**src/pec_pkg.sv**
```systemverilog
package pec_pkg;

  // widths of the event path
  localparam int PEC_PIPES = 2;
  localparam int PEC_SEL_W = 6;
  localparam int PEC_IDX_W = 3;
  localparam int PEC_CNT_W = 40;
  localparam int PEC_LINE_W = 27;
  localparam int PEC_BEAT_W = 3;

  // number of event codes handled by this block
  localparam int PEC_NUM_EVENTS = 6;
  localparam logic [PEC_SEL_W-1:0] PEC_NUM_EVENTS_SEL = 6'h06;

  // event codes as written into the event-select fields
  localparam logic [PEC_SEL_W-1:0] PEC_EV_DATA_READ = 6'h00;
  localparam logic [PEC_SEL_W-1:0] PEC_EV_DATA_WRITE = 6'h01;
  localparam logic [PEC_SEL_W-1:0] PEC_EV_XLAT_MISS = 6'h02;
  localparam logic [PEC_SEL_W-1:0] PEC_EV_READ_MISS = 6'h03;
  localparam logic [PEC_SEL_W-1:0] PEC_EV_WRITE_MISS = 6'h04;
  localparam logic [PEC_SEL_W-1:0] PEC_EV_WR_HIT_OWNED = 6'h05;

  // per-counter permission masks, one bit per event code
  localparam logic [PEC_NUM_EVENTS-1:0] PEC_CTR0_ALLOWED = 6'h3f;
  localparam logic [PEC_NUM_EVENTS-1:0] PEC_CTR1_ALLOWED = 6'h3f;

  // burst line fill: four burst-ready beats, numbered 0..3
  localparam logic [PEC_BEAT_W-1:0] PEC_BEAT_NONE = 3'h0;
  localparam logic [PEC_BEAT_W-1:0] PEC_BEAT_LAST = 3'h3;
  localparam logic [PEC_BEAT_W-1:0] PEC_BEAT_ONE = 3'h1;

  localparam logic [PEC_CNT_W-1:0] PEC_CNT_RESET = 40'h00_0000_0000;

  // events per clock on one code, 0..2
  typedef logic [1:0] pec_inc_t;

endpackage

```
**src/pec_evt_if.sv**
```systemverilog
`timescale 1ns/1ps
interface pec_evt_if;
  import pec_pkg::*;
  // per-code event count seen this clock
  pec_inc_t ev_cnt [PEC_NUM_EVENTS];
  modport src (output ev_cnt);
  modport cnt (input ev_cnt);
endinterface

```
**src/pec_counter.sv**
```systemverilog
`timescale 1ns/1ps
module pec_counter
  import pec_pkg::*;
#(
  parameter logic [PEC_NUM_EVENTS-1:0] ALLOWED = PEC_CTR0_ALLOWED
) (
  input wire logic mclk,
  input wire logic reset_n,
  pec_evt_if.cnt evt,
  input wire logic [PEC_SEL_W-1:0] event_select,
  output logic [PEC_CNT_W-1:0] value_q
);

  logic sel_ok;
  pec_inc_t inc;
  logic [PEC_CNT_W-1:0] value_d;

  // codes outside the table or barred for this counter add nothing
  always_comb begin
    sel_ok = 1'b0;
    inc = 2'h0;
    if (event_select < PEC_NUM_EVENTS_SEL) begin
      sel_ok = ALLOWED[event_select[PEC_IDX_W-1:0]];
    end
    if (sel_ok) begin
      inc = evt.ev_cnt[event_select[PEC_IDX_W-1:0]];
    end
  end

  // plain binary add; carry out is dropped so the count wraps
  assign value_d = value_q + PEC_CNT_W'(inc);

  // accumulate every clock
  always_ff @(posedge mclk) begin
    if (!reset_n) begin
      value_q <= PEC_CNT_RESET;
    end else begin
      value_q <= value_d;
    end
  end
endmodule

```
**src/pec_core.sv**
```systemverilog
`timescale 1ns/1ps
module pec_core
  import pec_pkg::*;
(
  input wire logic mclk,
  input wire logic reset_n,
  input wire logic [PEC_SEL_W-1:0] counter0_event_select,
  input wire logic [PEC_SEL_W-1:0] counter1_event_select,
  input wire logic [PEC_PIPES-1:0] pipe_rd_valid,
  input wire logic [PEC_PIPES-1:0] pipe_wr_valid,
  input wire logic [PEC_PIPES-1:0] pipe_tlb_walk,
  input wire logic [PEC_PIPES-1:0] pipe_io_space,
  input wire logic [PEC_PIPES-1:0] pipe_dc_hit,
  input wire logic [PEC_PIPES-1:0] pipe_cacheable,
  input wire logic [PEC_PIPES-1:0] pipe_line_owned,
  input wire logic [PEC_LINE_W-1:0] pipe_line_addr [PEC_PIPES],
  input wire logic xlat_miss_event,
  input wire logic burst_ready_n,
  input wire logic ext_wbuf_empty_n,
  output logic [PEC_CNT_W-1:0] counter0_value_q,
  output logic [PEC_CNT_W-1:0] counter1_value_q,
  output logic wr_hold_q,
  output logic fill_active_q
);

  pec_evt_if evt ();

  // pin synchronisers; first stage feeds only the second
  logic burst_ready_n_meta_q;
  logic burst_ready_n_n_q;
  logic ext_wbuf_empty_n_meta_q;
  logic ext_wbuf_empty_n_n_q;

  // line fill tracker
  logic [PEC_LINE_W-1:0] fill_line_q;
  logic [PEC_BEAT_W-1:0] beats_q;

  // qualified per-pipe accesses
  logic [PEC_PIPES-1:0] mem_ok;
  logic [PEC_PIPES-1:0] rd_ok;
  logic [PEC_PIPES-1:0] wr_ok;
  logic [PEC_PIPES-1:0] same_fill;
  logic [PEC_PIPES-1:0] rd_miss;
  logic [PEC_PIPES-1:0] wr_miss;
  logic [PEC_PIPES-1:0] wr_own;
  logic [PEC_PIPES-1:0] fill_start;
  logic burst_ready_n_beat;
  logic [PEC_LINE_W-1:0] start_line;

  // both pins are asynchronous to mclk; two stages before use
  always_ff @(posedge mclk) begin
    if (!reset_n) begin
      burst_ready_n_meta_q <= 1'b1;
      burst_ready_n_n_q <= 1'b1;
    end else begin
      burst_ready_n_meta_q <= burst_ready_n;
      burst_ready_n_n_q <= burst_ready_n_meta_q;
    end
  end

  always_ff @(posedge mclk) begin
    if (!reset_n) begin
      ext_wbuf_empty_n_meta_q <= 1'b1;
      ext_wbuf_empty_n_n_q <= 1'b1;
    end else begin
      ext_wbuf_empty_n_meta_q <= ext_wbuf_empty_n;
      ext_wbuf_empty_n_n_q <= ext_wbuf_empty_n_meta_q;
    end
  end

  assign burst_ready_n_beat = ~burst_ready_n_n_q; // one beat per low clock

  // page walks and I/O never reach the memory events
  assign mem_ok = ~pipe_tlb_walk & ~pipe_io_space;
  assign rd_ok = pipe_rd_valid & mem_ok;
  assign wr_ok = pipe_wr_valid & mem_ok;

  // a read of a line already under fill and past its first beat is not a new miss
  always_comb begin
    for (int i = 0; i < PEC_PIPES; i++) begin
      same_fill[i] = fill_active_q && (beats_q != PEC_BEAT_NONE)
                     && (pipe_line_addr[i] == fill_line_q);
    end
  end

  assign rd_miss = rd_ok & ~pipe_dc_hit & ~same_fill;
  assign wr_miss = wr_ok & ~pipe_dc_hit;
  assign wr_own = wr_ok & pipe_dc_hit & pipe_line_owned;

  // only cacheable read misses burst-fill; pipe 0 wins a tie
  assign fill_start = rd_miss & pipe_cacheable;
  assign start_line = fill_start[0] ? pipe_line_addr[0] : pipe_line_addr[1];

  // per-code counts; each pipe slot adds one, so up to two a clock; translation miss at most one
  assign evt.ev_cnt[PEC_EV_DATA_READ[PEC_IDX_W-1:0]] =
    {1'b0, rd_ok[0]} + {1'b0, rd_ok[1]};
  assign evt.ev_cnt[PEC_EV_DATA_WRITE[PEC_IDX_W-1:0]] =
    {1'b0, wr_ok[0]} + {1'b0, wr_ok[1]};
  assign evt.ev_cnt[PEC_EV_XLAT_MISS[PEC_IDX_W-1:0]] = {1'b0, xlat_miss_event};
  assign evt.ev_cnt[PEC_EV_READ_MISS[PEC_IDX_W-1:0]] =
    {1'b0, rd_miss[0]} + {1'b0, rd_miss[1]};
  assign evt.ev_cnt[PEC_EV_WRITE_MISS[PEC_IDX_W-1:0]] =
    {1'b0, wr_miss[0]} + {1'b0, wr_miss[1]};
  assign evt.ev_cnt[PEC_EV_WR_HIT_OWNED[PEC_IDX_W-1:0]] =
    {1'b0, wr_own[0]} + {1'b0, wr_own[1]};

  // one fill tracked at a time; beats before a fill starts are ignored
  always_ff @(posedge mclk) begin
    if (!reset_n) begin
      fill_active_q <= 1'b0;
      beats_q <= PEC_BEAT_NONE;
    end else if (!fill_active_q) begin
      fill_active_q <= |fill_start;
      beats_q <= PEC_BEAT_NONE;
    end else if (burst_ready_n_beat) begin
      if (beats_q == PEC_BEAT_LAST) begin
        fill_active_q <= 1'b0;
        beats_q <= PEC_BEAT_NONE;
      end else begin
        beats_q <= beats_q + PEC_BEAT_ONE;
      end
    end
  end

  // line address captured at the miss that opens the fill
  always_ff @(posedge mclk) begin
    if (!reset_n) begin
      fill_line_q <= '0;
    end else if (!fill_active_q && |fill_start) begin
      fill_line_q <= start_line;
    end
  end

  // owned-line write hit while the external buffer is not empty
  always_ff @(posedge mclk) begin
    if (!reset_n) begin
      wr_hold_q <= 1'b0;
    end else begin
      wr_hold_q <= (|wr_own) & ext_wbuf_empty_n_n_q;
    end
  end

  pec_counter #(
    .ALLOWED(PEC_CTR0_ALLOWED)
  ) u_ctr0 (
    .mclk(mclk),
    .reset_n(reset_n),
    .evt(evt.cnt),
    .event_select(counter0_event_select),
    .value_q(counter0_value_q)
  );

  pec_counter #(
    .ALLOWED(PEC_CTR1_ALLOWED)
  ) u_ctr1 (
    .mclk(mclk),
    .reset_n(reset_n),
    .evt(evt.cnt),
    .event_select(counter1_event_select),
    .value_q(counter1_value_q)
  );
endmodule

```
**config.mk**
```make
export PLATFORM = sky130hd
export DESIGN_NAME = pec_core
export DESIGN_NICKNAME = d
export VERILOG_FILES = /design/src/pec_pkg.sv /design/src/pec_evt_if.sv /design/src/pec_counter.sv /design/src/pec_core.sv
export SDC_FILE = /design/constraint.sdc
export NUM_CORES = 1
export LEC_CHECK = 0
export BUFFER_PORTS_ARGS = -buffer_cell sky130_fd_sc_hd__buf_2
export CORE_ASPECT_RATIO = 0.5
export CORE_MARGIN = 2
export CORE_UTILIZATION = 45
export CTS_BUF_LIST = sky130_fd_sc_hd__clkbuf_2
export CTS_CLUSTER_SIZE = 20
export DETAILED_ROUTE_END_ITERATION = 6
export PLACE_DENSITY = 0.73
export SYNTH_ARGS = -nofsm -noshare
export SYNTH_HDL_FRONTEND = slang
export SYNTH_SLANG_ARGS = --single-unit
export TNS_END_PERCENT = 50
```
**constraint.sdc**
```tcl
create_clock -name mclk -period 5.2 [get_ports mclk]
set_clock_uncertainty 0.15 [all_clocks]
set_input_delay 0.26 -clock mclk [delete_from_list [all_inputs] [get_ports mclk]]
set_output_delay 0.26 -clock mclk [all_outputs]
set_load 0.005 [all_outputs]
```
* Word level (Yosys, flattened, before mapping)
Memories as Yosys holds them, arrays and structs flattened. Index checks and enable logic that the tools add are counted.
Operators by class: equality and inequality tests 3, add/subtract/negate cells 8, bitwise operators 16, reductions and logical operators 9, mux-type cells 17, shifts and indexed selects 0, divide/modulo/power cells 0, magnitude comparators 6, multipliers 0
Operator list (number):
- 40-bit by 2-bit adder with 40-bit output | 2
- 27-bit equality test | 2
- 27-bit two-way mux | 1
- 2-bit AND | 9
- 2-bit binary-select mux with 3-bit select | 2
- 6-bit by 3-bit less-than comparator with 1-bit output (second input constant) | 2
- 2-bit two-way mux | 6
- 1-bit by 1-bit adder with 2-bit output | 5
- 4-bit >= comparator (second input constant) | 2
- 3-bit by 4-bit less-than comparator with 1-bit output (second input constant) | 2
- 2-bit inverter | 4
- 3-bit inverter with 4-bit output | 2
- 1-bit two-way mux | 7
- 1-bit logical AND | 4
- 2-bit OR reduction | 2
- 3-bit by 1-bit adder with 3-bit output (second input constant) | 1
- 3-bit by 2-bit equality test with 1-bit output (second input constant) | 1
- 3-bit two-way mux | 1
- 3-bit nonzero test | 1
- 2-bit AND reduction | 1
- 1-bit AND | 1
- 1-bit zero test | 1
Storage, ports and cells: output and inout port bits 82, memory bits (writable) 0, word-level logic and storage cells 71, memories 2, bits of input ports 85, bits in latches 0, flip-flop bits (word level) 116, memory bits (read-only) 16
Memories:
- (no name shown) | depth 8, width 1, rd ports 1, clocked after Yosys merged registers in 0, write ports 0, RTL line pec_counter.sv:23 | sel_ok = ALLOWED[event_select[PEC_IDX_W-1:0]];
- (no name shown) | depth 8, width 1, rd ports 1, clocked after Yosys merged registers in 0, write ports 0, RTL line pec_counter.sv:23

* Logic depth before layout (Yosys ltp)
Gate-level depths: netlist (run 1).
word-level depth 11, depth in mapped cells 19, depth with buffers taken out 19

* Modules after synthesis
From an unflattened synthesis (run 1), not the netlist that was laid out.
Second synthesis, totals: cell total of the unflattened synthesis 746, area total of the unflattened synthesis 6744.0 um2
By module, submodules not included:
- pec_counter | instances 2, area each 2113.3 um2, sequential area each 800.8 um2, cells each 247
- pec_core | instances 1, area each 2517.4 um2, sequential area each 720.7 um2, cells each 252

* Worst setup path before layout (run 1)
OpenSTA, ideal clock, no wires.
path kind register -> register, start reg beats_q[0], end reg u_ctr1.value_q[30], clock period less this slack 4.222 ns, data required time 4.922 ns, stages on the path, launching flop included 19, arrival time 3.945 ns, slack 0.978 ns, path through dfxtp_1 > inv_1 > ha_1 > nand2b_1 > nand4_1 > or4_4 > o21a_1 > ha_1 > mux4_2 > o211a_1 > ha_1 > inv_1 > fa_1 > and4b_1 > nand3_1 > nor4_2 > nand4_1 > xor2_1 > nor2_1
On the way: word-level cells in the longest chain between the ends 11
RTL lines:
- from (decl) | RTL line pec_core.sv:36 | logic [PEC_BEAT_W-1:0] beats_q;
- from (signal assigned) | RTL line pec_core.sv:120 | beats_q <= beats_q + PEC_BEAT_ONE;
- 3-bit nonzero test * | RTL line pec_core.sv:81 | same_fill[i] = fill_active_q && (beats_q != PEC_BEAT_NONE)
- 1-bit logical AND * | RTL line pec_core.sv:81
- 1-bit logical AND | RTL line pec_core.sv:82 | && (pipe_line_addr[i] == fill_line_q);
- 2-bit inverter * | RTL line pec_core.sv:86 | assign rd_miss = rd_ok & ~pipe_dc_hit & ~same_fill;
- 2-bit AND * | RTL line pec_core.sv:86
- 1-bit by 1-bit adder with 2-bit output * | RTL line pec_core.sv:101 | {1'b0, rd_miss[0]} + {1'b0, rd_miss[1]};
- 2-bit binary-select mux with 3-bit select * | RTL line pec_counter.sv:26 | inc = evt.ev_cnt[event_select[PEC_IDX_W-1:0]];
- 2-bit two-way mux (not written as such) * (2 in a row) | RTL line pec_counter.sv:26
- 2-bit two-way mux * | RTL line pec_counter.sv:25 | if (sel_ok) begin
- 40-bit by 2-bit adder with 40-bit output * | RTL line pec_counter.sv:31 | assign value_d = value_q + PEC_CNT_W'(inc);
- to (signal assigned) | RTL line pec_counter.sv:38 | value_q <= value_d;
- to (decl) | RTL line pec_counter.sv:11 | output logic [PEC_CNT_W-1:0] value_q
Every way passes the cells marked *; elsewhere a longest branch is shown, timed or not. The select of a mux whose other input is x is not followed. A chain may end at the register's enable or synchronous reset.

* Final worst setup path (run 1)
start reg fill_line_q[13], end reg u_ctr1.value_q[36]
On the way: word-level cells in the longest chain between the ends 10
RTL lines:
- from (decl) | RTL line pec_core.sv:35 | logic [PEC_LINE_W-1:0] fill_line_q;
- from (signal assigned) | RTL line pec_core.sv:130 | fill_line_q <= start_line;
- 27-bit equality test | RTL line pec_core.sv:82
- 1-bit logical AND | RTL line pec_core.sv:82
- 2-bit inverter * | RTL line pec_core.sv:86
- 2-bit AND * | RTL line pec_core.sv:86
- 1-bit by 1-bit adder with 2-bit output * | RTL line pec_core.sv:101
- 2-bit binary-select mux with 3-bit select * | RTL line pec_counter.sv:26
- 2-bit two-way mux (not written as such) * (2 in a row) | RTL line pec_counter.sv:26
- 2-bit two-way mux * | RTL line pec_counter.sv:25
- 40-bit by 2-bit adder with 40-bit output * | RTL line pec_counter.sv:31
Marked as above.

==> results of run 1 <==
## cell type report
cell class	instances	area share
multi-input cells	515	0.454
flip-flops and latches	116	0.286
repair buffers	239	0.191
well taps	192	0.0296
clock inverters	15	0.0196
clock buffers	17	0.0105
inverters	20	0.00941
## registers in the layout, indices dropped and copies added, names as in the netlist
name and count:
beats_q 3, burst_ready_n_meta_q 1, burst_ready_n_n_q 1, ext_wbuf_empty_n_meta_q 1
ext_wbuf_empty_n_n_q 1, fill_active_q 1, fill_line_q 27, u_ctr0.value_q 40
u_ctr1.value_q 40, wr_hold_q 1
## power by group through the flow
stage          Clock (mW)  Combinational (mW)  Sequential, mW
2_1_floorplan           0              0.0933           0.928
3_3_place_gp            0               0.154           0.929
3_5_place_dp            0               0.156           0.930
4_1_cts             0.626               0.198           0.912
5_1_grt             0.667               0.218           0.915
6_report            0.611               0.203           0.913
## cells by family (layout without fill, tap and decap cells)
family / Yosys count / count (layout)
fa+ha+maj: 14 / 14
simple gates: 285 / 285
mux: 36 / 36
buf+inv: 45 / 291
flops: 116 / 116
compound gates: 57 / 57
xor+xnor: 123 / 123
## synthesized netlist by cell type, types with 8 or more instances
cell type,number
a221oi_2,20
and2_1,10
and3_1,12
and4_1,8
clkbuf_1,8
dfxtp_1,116
ha_1,12
inv_1,20
mux2i_1,32
nand2_1,36
nand3_1,24
nand4_1,31
nor2_1,108
nor3_1,12
nor4_1,10
xnor2_1,63
xor2_1,60
## worst paths after layout
check	slack [ns]	cells past startpoint	from	to
min	0.09	5	counter1_event_select[5]	u_ctr1.value_q[0]
min reg2reg	0.28	2	ext_wbuf_empty_n_n_q	wr_hold_q
max	0.53	16	fill_line_q[13]	u_ctr1.value_q[36]
max reg2reg	0.53	16	fill_line_q[13]	u_ctr1.value_q[36]
## critical path: cells and delay by family, from the launching register on
family | cells | cell delay [ns]
flops | 1 | 0.39
mux | 1 | 0.25
xor+xnor | 2 | 0.35
buf+inv | 1 | 0.06
simple gates | 7 | 2.07
compound gates | 2 | 0.39
fa+ha+maj | 3 | 0.88
## per-layer routing
metal,part of all wire,track usage
met2,0.48,0.382
met3,0.054,0.0547
met5,0,0
met4,0.020,0.0801
met1,0.45,0.284
==> impl_metrics.py, run 1 <==
metrics = {
    "power": {
        "switching_share": 0.287,
        "ir_worst_vdd_uv": 137,
        "p_sw_uw": 496,
        "seqPwrFrac": 0.529,
        "power_mw": 1.73,
        "p_leak_nw": 3.55,
        "powerDensity_mw_per_mm2": 213,
        "clkPwrFrac": 0.354,
        "power_frac_comb": 0.117,
        "p_int_mw": 1.23,
    },
    "cells_and_area": {
        "finish.utilization": 0.597,
        "drive_gt1_frac": 0.255,
        "mostFrequentLayoutCell": "buf_2",
        "final_nets": 1008,
        "nFillCells": 1187,
        "final_cells": 1114,
        "area_growth_pct": 29.2,
        "regArea_sq_mm": 0.00232,
        "antennaDiodeCount": 0,
        "final_cell_mix": "166 x buf_2, 116 x dfxtp_1, 108 x nor2_1",
        "design_area_sq_mm": 0.00811,
        "multi_input_area_sq_mm": 0.00368,
    },
    "outcome": {
        "status": "finished, final reports clean",
    },
    "worst_setup_path": {
        "crit_fanout": 6,
        "path_class": "flip-flop to flip-flop",
        "cpMaxStageDelayCell": "nor4_2",
        "slowest_delay_ns": 0.60,
        "worstPathRequired_ns": 5.60,
        "crit_chain": "xor2_1 > nor4_1 > nand4_1 > o21a_1 > ha_1 > mux4_2 > o211a_1 > ha_1 > inv_1 > fa_1 > and4b_1 > nand3_1 > nor4_2 > nand3_1 > xor2_1 > nor2_1",
        "worstSetupStartpointType": "flip-flop",
        "worstSetupEndpointType": "flip-flop",
        "arrival_ns": 5.07,
    },
    "synth": {
        "synthFlopType": "dfxtp_1",
        "synth-seq-cells": 116,
        "yosysTopAreaCell": "dfxtp_1",
        "async_flop_share": 0,
        "synth_top_family_by_area": "simple AND/OR/NAND/NOR gates",
        "syn-cell-area_sq_mm": 0.00628,
        "synth_top_area_frac": 0.370,
        "synth.yosys.seq_area_share": 0.370,
        "synthAdderAreaFrac": 0.0303,
        "ys_types": 55,
        "yosys.area_share.simple": 0.231,
        "synth_edf_count": 0,
        "netlist_instances": 676,
        "synth_compound_area_frac": 0.0915,
        "ys_warn_count": 0,
        "synth_xor_area_frac": 0.172,
        "synthTopCellsByArea": "dfxtp_1 37%, xnor2_1 8.8%, xor2_1 8.4%",
        "synth_fp_nets": 775,
        "synth.mux.area_fraction": 0.0618,
        "syn_area_per_cell_sq_um": 9.29,
    },
    "die": {
        "dieArea_sq_mm": 0.0150,
        "rows": 30,
        "fp.dieH_um": 87.5,
        "ios": 167,
        "die_x_um": 171,
        "core_area_sq_mm": 0.0136,
        "start_util": 0.462,
    },
    "grt": {
        "grt_pass1_wl_mm": 26.7,
        "grt_use_total": 0.225,
        "grt_max_degree": 73,
        "grt_pass1_vias": 5576,
        "antenna_found_initial": 0,
        "overflow": 0,
    },
    "sta": {
        "fin_ws_ns": 0.530,
        "finalCritPeriodShare": 0.898,
        "drv_slew": 0,
        "totalNegativeSetupSlack_ns": 0,
        "fin_hold_ws_ns": 0.0913,
        "rsz0062_at_grt": "false",
        "slew_headroom": 0.277,
        "period_minus_slack_ns": 4.67,
        "setup_viol": 0,
        "fmax_mhz": 214,
        "worst_pin_slew_ns": 1.08,
        "hold_viol": 0,
    },
    "placed_design": {
        "port_buffers": 166,
        "preCtsSetupSlack_ns": 0.567,
        "hpwl_mm": 11.3,
        "place_area_sq_mm": 0.00719,
        "place_inst": 1014,
        "gp_congestion": 0.834,
    },
    "detailed_routing": {
        "totalWireLength_mm": 16.9,
        "drt_pass1_iterations": 5,
        "drc": 0,
        "drt-wirelength-per-cell_um": 15.1,
        "viasPerCell": 5.11,
        "final_antenna_net_count": 0,
        "num_vias": 5698,
        "drt_iter0_drc": 264,
    },
    "min_path": {
        "hold_path_class": "input pin to flip-flop",
    },
    "clock_network": {
        "cts_tree": "yes",
        "post_cts_resized": 0,
        "cts.sinks": 116,
        "clk_latency_ns": 0.69,
        "ctsHoldBuffers": 68,
        "cts_buffer_depth": 2,
        "cts_setup_buffers": 0,
        "cts_max_level": 4,
        "clk_pin_slew_ns": 0.22,
        "numCtsBuffers": 17,
        "cts_root_buf": "clkbuf_2",
    },
    "job": {
        "max_cap_viol_count": 0,
    },
}
Note: power is estimated with default switching activity, not from simulation.
==> run 2: changes to the inputs <==
--- a/config.mk
+++ b/config.mk
@@ -5,6 +5,7 @@
 export SDC_FILE = /design/constraint.sdc
 export NUM_CORES = 1
 export LEC_CHECK = 0
+export ABC_AREA = 1
 export BUFFER_PORTS_ARGS = -buffer_cell sky130_fd_sc_hd__buf_2
 export CORE_ASPECT_RATIO = 0.5
 export CORE_MARGIN = 2
@@ -12,7 +13,7 @@
 export CTS_BUF_LIST = sky130_fd_sc_hd__clkbuf_2
 export CTS_CLUSTER_SIZE = 20
 export DETAILED_ROUTE_END_ITERATION = 6
-export PLACE_DENSITY = 0.73
+export PLACE_DENSITY = 0.72
 export SYNTH_ARGS = -nofsm -noshare
 export SYNTH_HDL_FRONTEND = slang
 export SYNTH_SLANG_ARGS = --single-unit
==> constraint.sdc (replaced) <==
create_clock -name mclk -period 4.8 [get_ports mclk]
set_clock_uncertainty 0.15 [all_clocks]
set_input_delay 0.24 -clock mclk [delete_from_list [all_inputs] [get_ports mclk]]
set_output_delay 0.24 -clock mclk [all_outputs]
set_load 0.005 [all_outputs]
==> impl_metrics.py, run 2 <==
metrics = {
    "grt": {
        "grt_pass1_wl_mm": 32.6,
        "grt_max_degree": 71,
        "grt_pass1_vias": 7209,
        "antenna_found_initial": 1,
        "grt_use_total": 0.235,
        "overflow": 0,
    },
    "sta": {
        "slew_headroom": 0.422,
        "finalCritPeriodShare": 0.896,
        "fmax_mhz": 233,
        "worst_pin_slew_ns": 0.866,
        "setup_viol": 0,
        "rsz0062_at_grt": "false",
        "fin_ws_ns": 0.500,
        "drv_slew": 0,
        "totalNegativeSetupSlack_ns": 0,
        "period_minus_slack_ns": 4.30,
        "hold_viol": 0,
    },
    "synth": {
        "synthAdderAreaFrac": 0.0272,
        "yosys.area_share.simple": 0.384,
        "synth_xor_area_frac": 0.0689,
        "netlist_instances": 1074,
        "syn-cell-area_sq_mm": 0.00699,
        "synthTopCellsByArea": "dfxtp_1 33%, nand2_1 15%, nor2_1 8.9%",
        "synth-seq-cells": 116,
        "synth_top_area_frac": 0.332,
        "syn_area_per_cell_sq_um": 6.51,
        "synth_top_family_by_area": "simple AND/OR/NAND/NOR gates",
        "synthMostInstantiatedCell": "nand2_1",
        "synth_fp_nets": 1173,
        "synth_compound_area_frac": 0.0917,
        "synth.yosys.seq_area_share": 0.332,
        "synthFlopType": "dfxtp_1",
        "synth.mux.area_fraction": 0,
        "ys_warn_count": 0,
        "yosysTopAreaCell": "dfxtp_1",
        "ys_types": 45,
        "async_flop_share": 0,
        "synth_common_cells": "276 x nand2_1, 166 x nor2_1, 135 x inv_1",
        "synth_edf_count": 0,
    },
    "cells_and_area": {
        "finish.utilization": 0.578,
        "final_nets": 1396,
        "final_cell_mix": "276 x nand2_1, 166 x nor2_1, 166 x buf_2",
        "reg_top3": "u_ctr0.value_q x40, u_ctr1.value_q x40, fill_line_q x27",
        "area_growth_pct": 26.5,
        "drive_gt1_frac": 0.176,
        "design_area_sq_mm": 0.00884,
        "mostFrequentLayoutCell": "nand2_1",
    },
    "clock_network": {
        "cts.sinks": 116,
        "cts_max_level": 4,
        "numCtsBuffers": 17,
        "cts_setup_buffers": 0,
        "cts_tree": "yes",
        "clk_latency_ns": 0.67,
        "cts_root_buf": "clkbuf_2",
        "clk_pin_slew_ns": 0.18,
        "cts_buffer_depth": 2,
    },
    "die": {
        "start_util": 0.457,
        "dieArea_sq_mm": 0.0166,
        "core_area_sq_mm": 0.0153,
        "fp.dieH_um": 92.1,
        "rows": 32,
        "ios": 167,
        "die_x_um": 180,
    },
    "detailed_routing": {
        "totalWireLength_mm": 19.5,
        "drt_pass1_iterations": 5,
        "drt-wirelength-per-cell_um": 12.9,
        "drc": 0,
        "num_vias": 7601,
        "final_antenna_net_count": 0,
        "drt_iter0_drc": 407,
        "viasPerCell": 5.02,
    },
    "power": {
        "powerDensity_mw_per_mm2": 217,
        "p_leak_nw": 3.88,
        "ir_worst_vdd_uv": 129,
    },
    "placed_design": {
        "port_buffers": 166,
        "gp_congestion": 0.896,
        "preCtsSetupSlack_ns": 0.478,
        "place_area_sq_mm": 0.00795,
        "hpwl_mm": 13.5,
    },
    "worst_setup_path": {
        "worstSetupStartpointType": "flip-flop",
        "worstSetupEndpointType": "flip-flop",
        "worstPathRequired_ns": 5.22,
        "arrival_ns": 4.72,
        "path_class": "flip-flop to flip-flop",
        "crit_fanout": 5,
    },
    "min_path": {
        "hold_path_class": "input pin to flip-flop",
    },
    "outcome": {
        "status": "finished, final reports clean",
    },
    "job": {
        "max_cap_viol_count": 0,
    },
}
-- run 2: cell types whose count changed after synthesis, moves of 13 or more --
cell,before,now
nor2_1,108,166
nand4_1,31,44
a21oi_1,7,54
mux2i_1,32,0
xor2_1,60,5
nand2_1,36,276
a221oi_2,20,0
xnor2_1,63,50
nor3_1,12,39
o21ai_0,7,40
inv_1,20,135
-- run 2: final cells by class --
type                    count  area (sq um)
flip-flops and latches    116          2320
inverters                 139           522
multi-input cells         792          4010
clock inverters            15           165
clock buffers              17          85.1
well taps                 204           255
fillers                  1484          6460
diodes                      1          2.50
repair buffers            231          1480
-- run 2: cells by family after synthesis --
kind of cell	Yosys count
AND/OR/NAND/NOR	606
XOR/XNOR	55
adder cells (fa/ha/maj)	14
buffers and inverters	166
AO/OA/AOI/OAI	117
flip-flops	116
-- run 2: per-layer routing --
layer,vias to the layer above,wire length (um),global-route usage
met5,-,0,0
met4,0,430,0.0853
met3,37,1050,0.0429
met2,226,9280,0.417
met1,3453,8780,0.288
li1,3885,-,-
-- run 2: power breakdown --
group / switching [mW] / total, mW / leakage (nW) / internal (mW)
registers: 0.0114 / 0.988 / 0.938 / 0.977
logic: 0.122 / 0.242 / 2.81 / 0.120
clock network: 0.404 / 0.686 / 0.131 / 0.282
-- run 2: metrics by stage --
stage / hold slack [ns] / cells / power, mW
6_report: 0.0657 / 1515 / 1.92
5_1_grt: 0.0342 / 1515 / 2.00
4_1_cts: 0.0128 / 1514 / 1.93
3_5_place_dp: 0.250 / 1419 / 1.20
3_3_place_gp: 0.248 / 1419 / 1.20
2_1_floorplan: 0.197 / 1074 / 1.13
-- run 2: final timing paths --
path,start,endpoint,slack (ns),depth (start not counted)
min,counter1_event_select[4],u_ctr1.value_q[0],0.07,7
min reg2reg,ext_wbuf_empty_n_n_q,wr_hold_q,0.28,2
max reg2reg,beats_q[0],u_ctr0.value_q[28],0.50,25
max,beats_q[0],u_ctr0.value_q[28],0.50,25
-- run 2: critical path: stages (launching register included) --
cell      delay, ns
dfxtp_2        0.38
inv_1          0.05
ha_1           0.20
a21oi_2        0.16
nand2_1        0.07
nor2_1         0.09
nand2_1        0.06
nor2_2         0.14
a21boi_0       0.12
ha_1           0.32
o211ai_1       0.10
a311oi_1       0.29
ha_2           0.25
inv_1          0.06
fa_1           0.45
nor2_2         0.18
nand2_1        0.12
nor2_1         0.15
nand3_1        0.12
inv_2          0.10
nand3_2        0.12
nor2_4         0.18
nand2_1        0.09
inv_1          0.08
a21oi_1        0.06
o21a_1         0.14
-- run 2: timing repair --
| item | in CTS | in global routing |
|---|---|---|
| resized for setup | 0 | 2 |
| hold endpoints to repair | 32 | 0 |
| setup endpoints to repair | 0 | 1 |
| hold buffers | 63 | 0 |
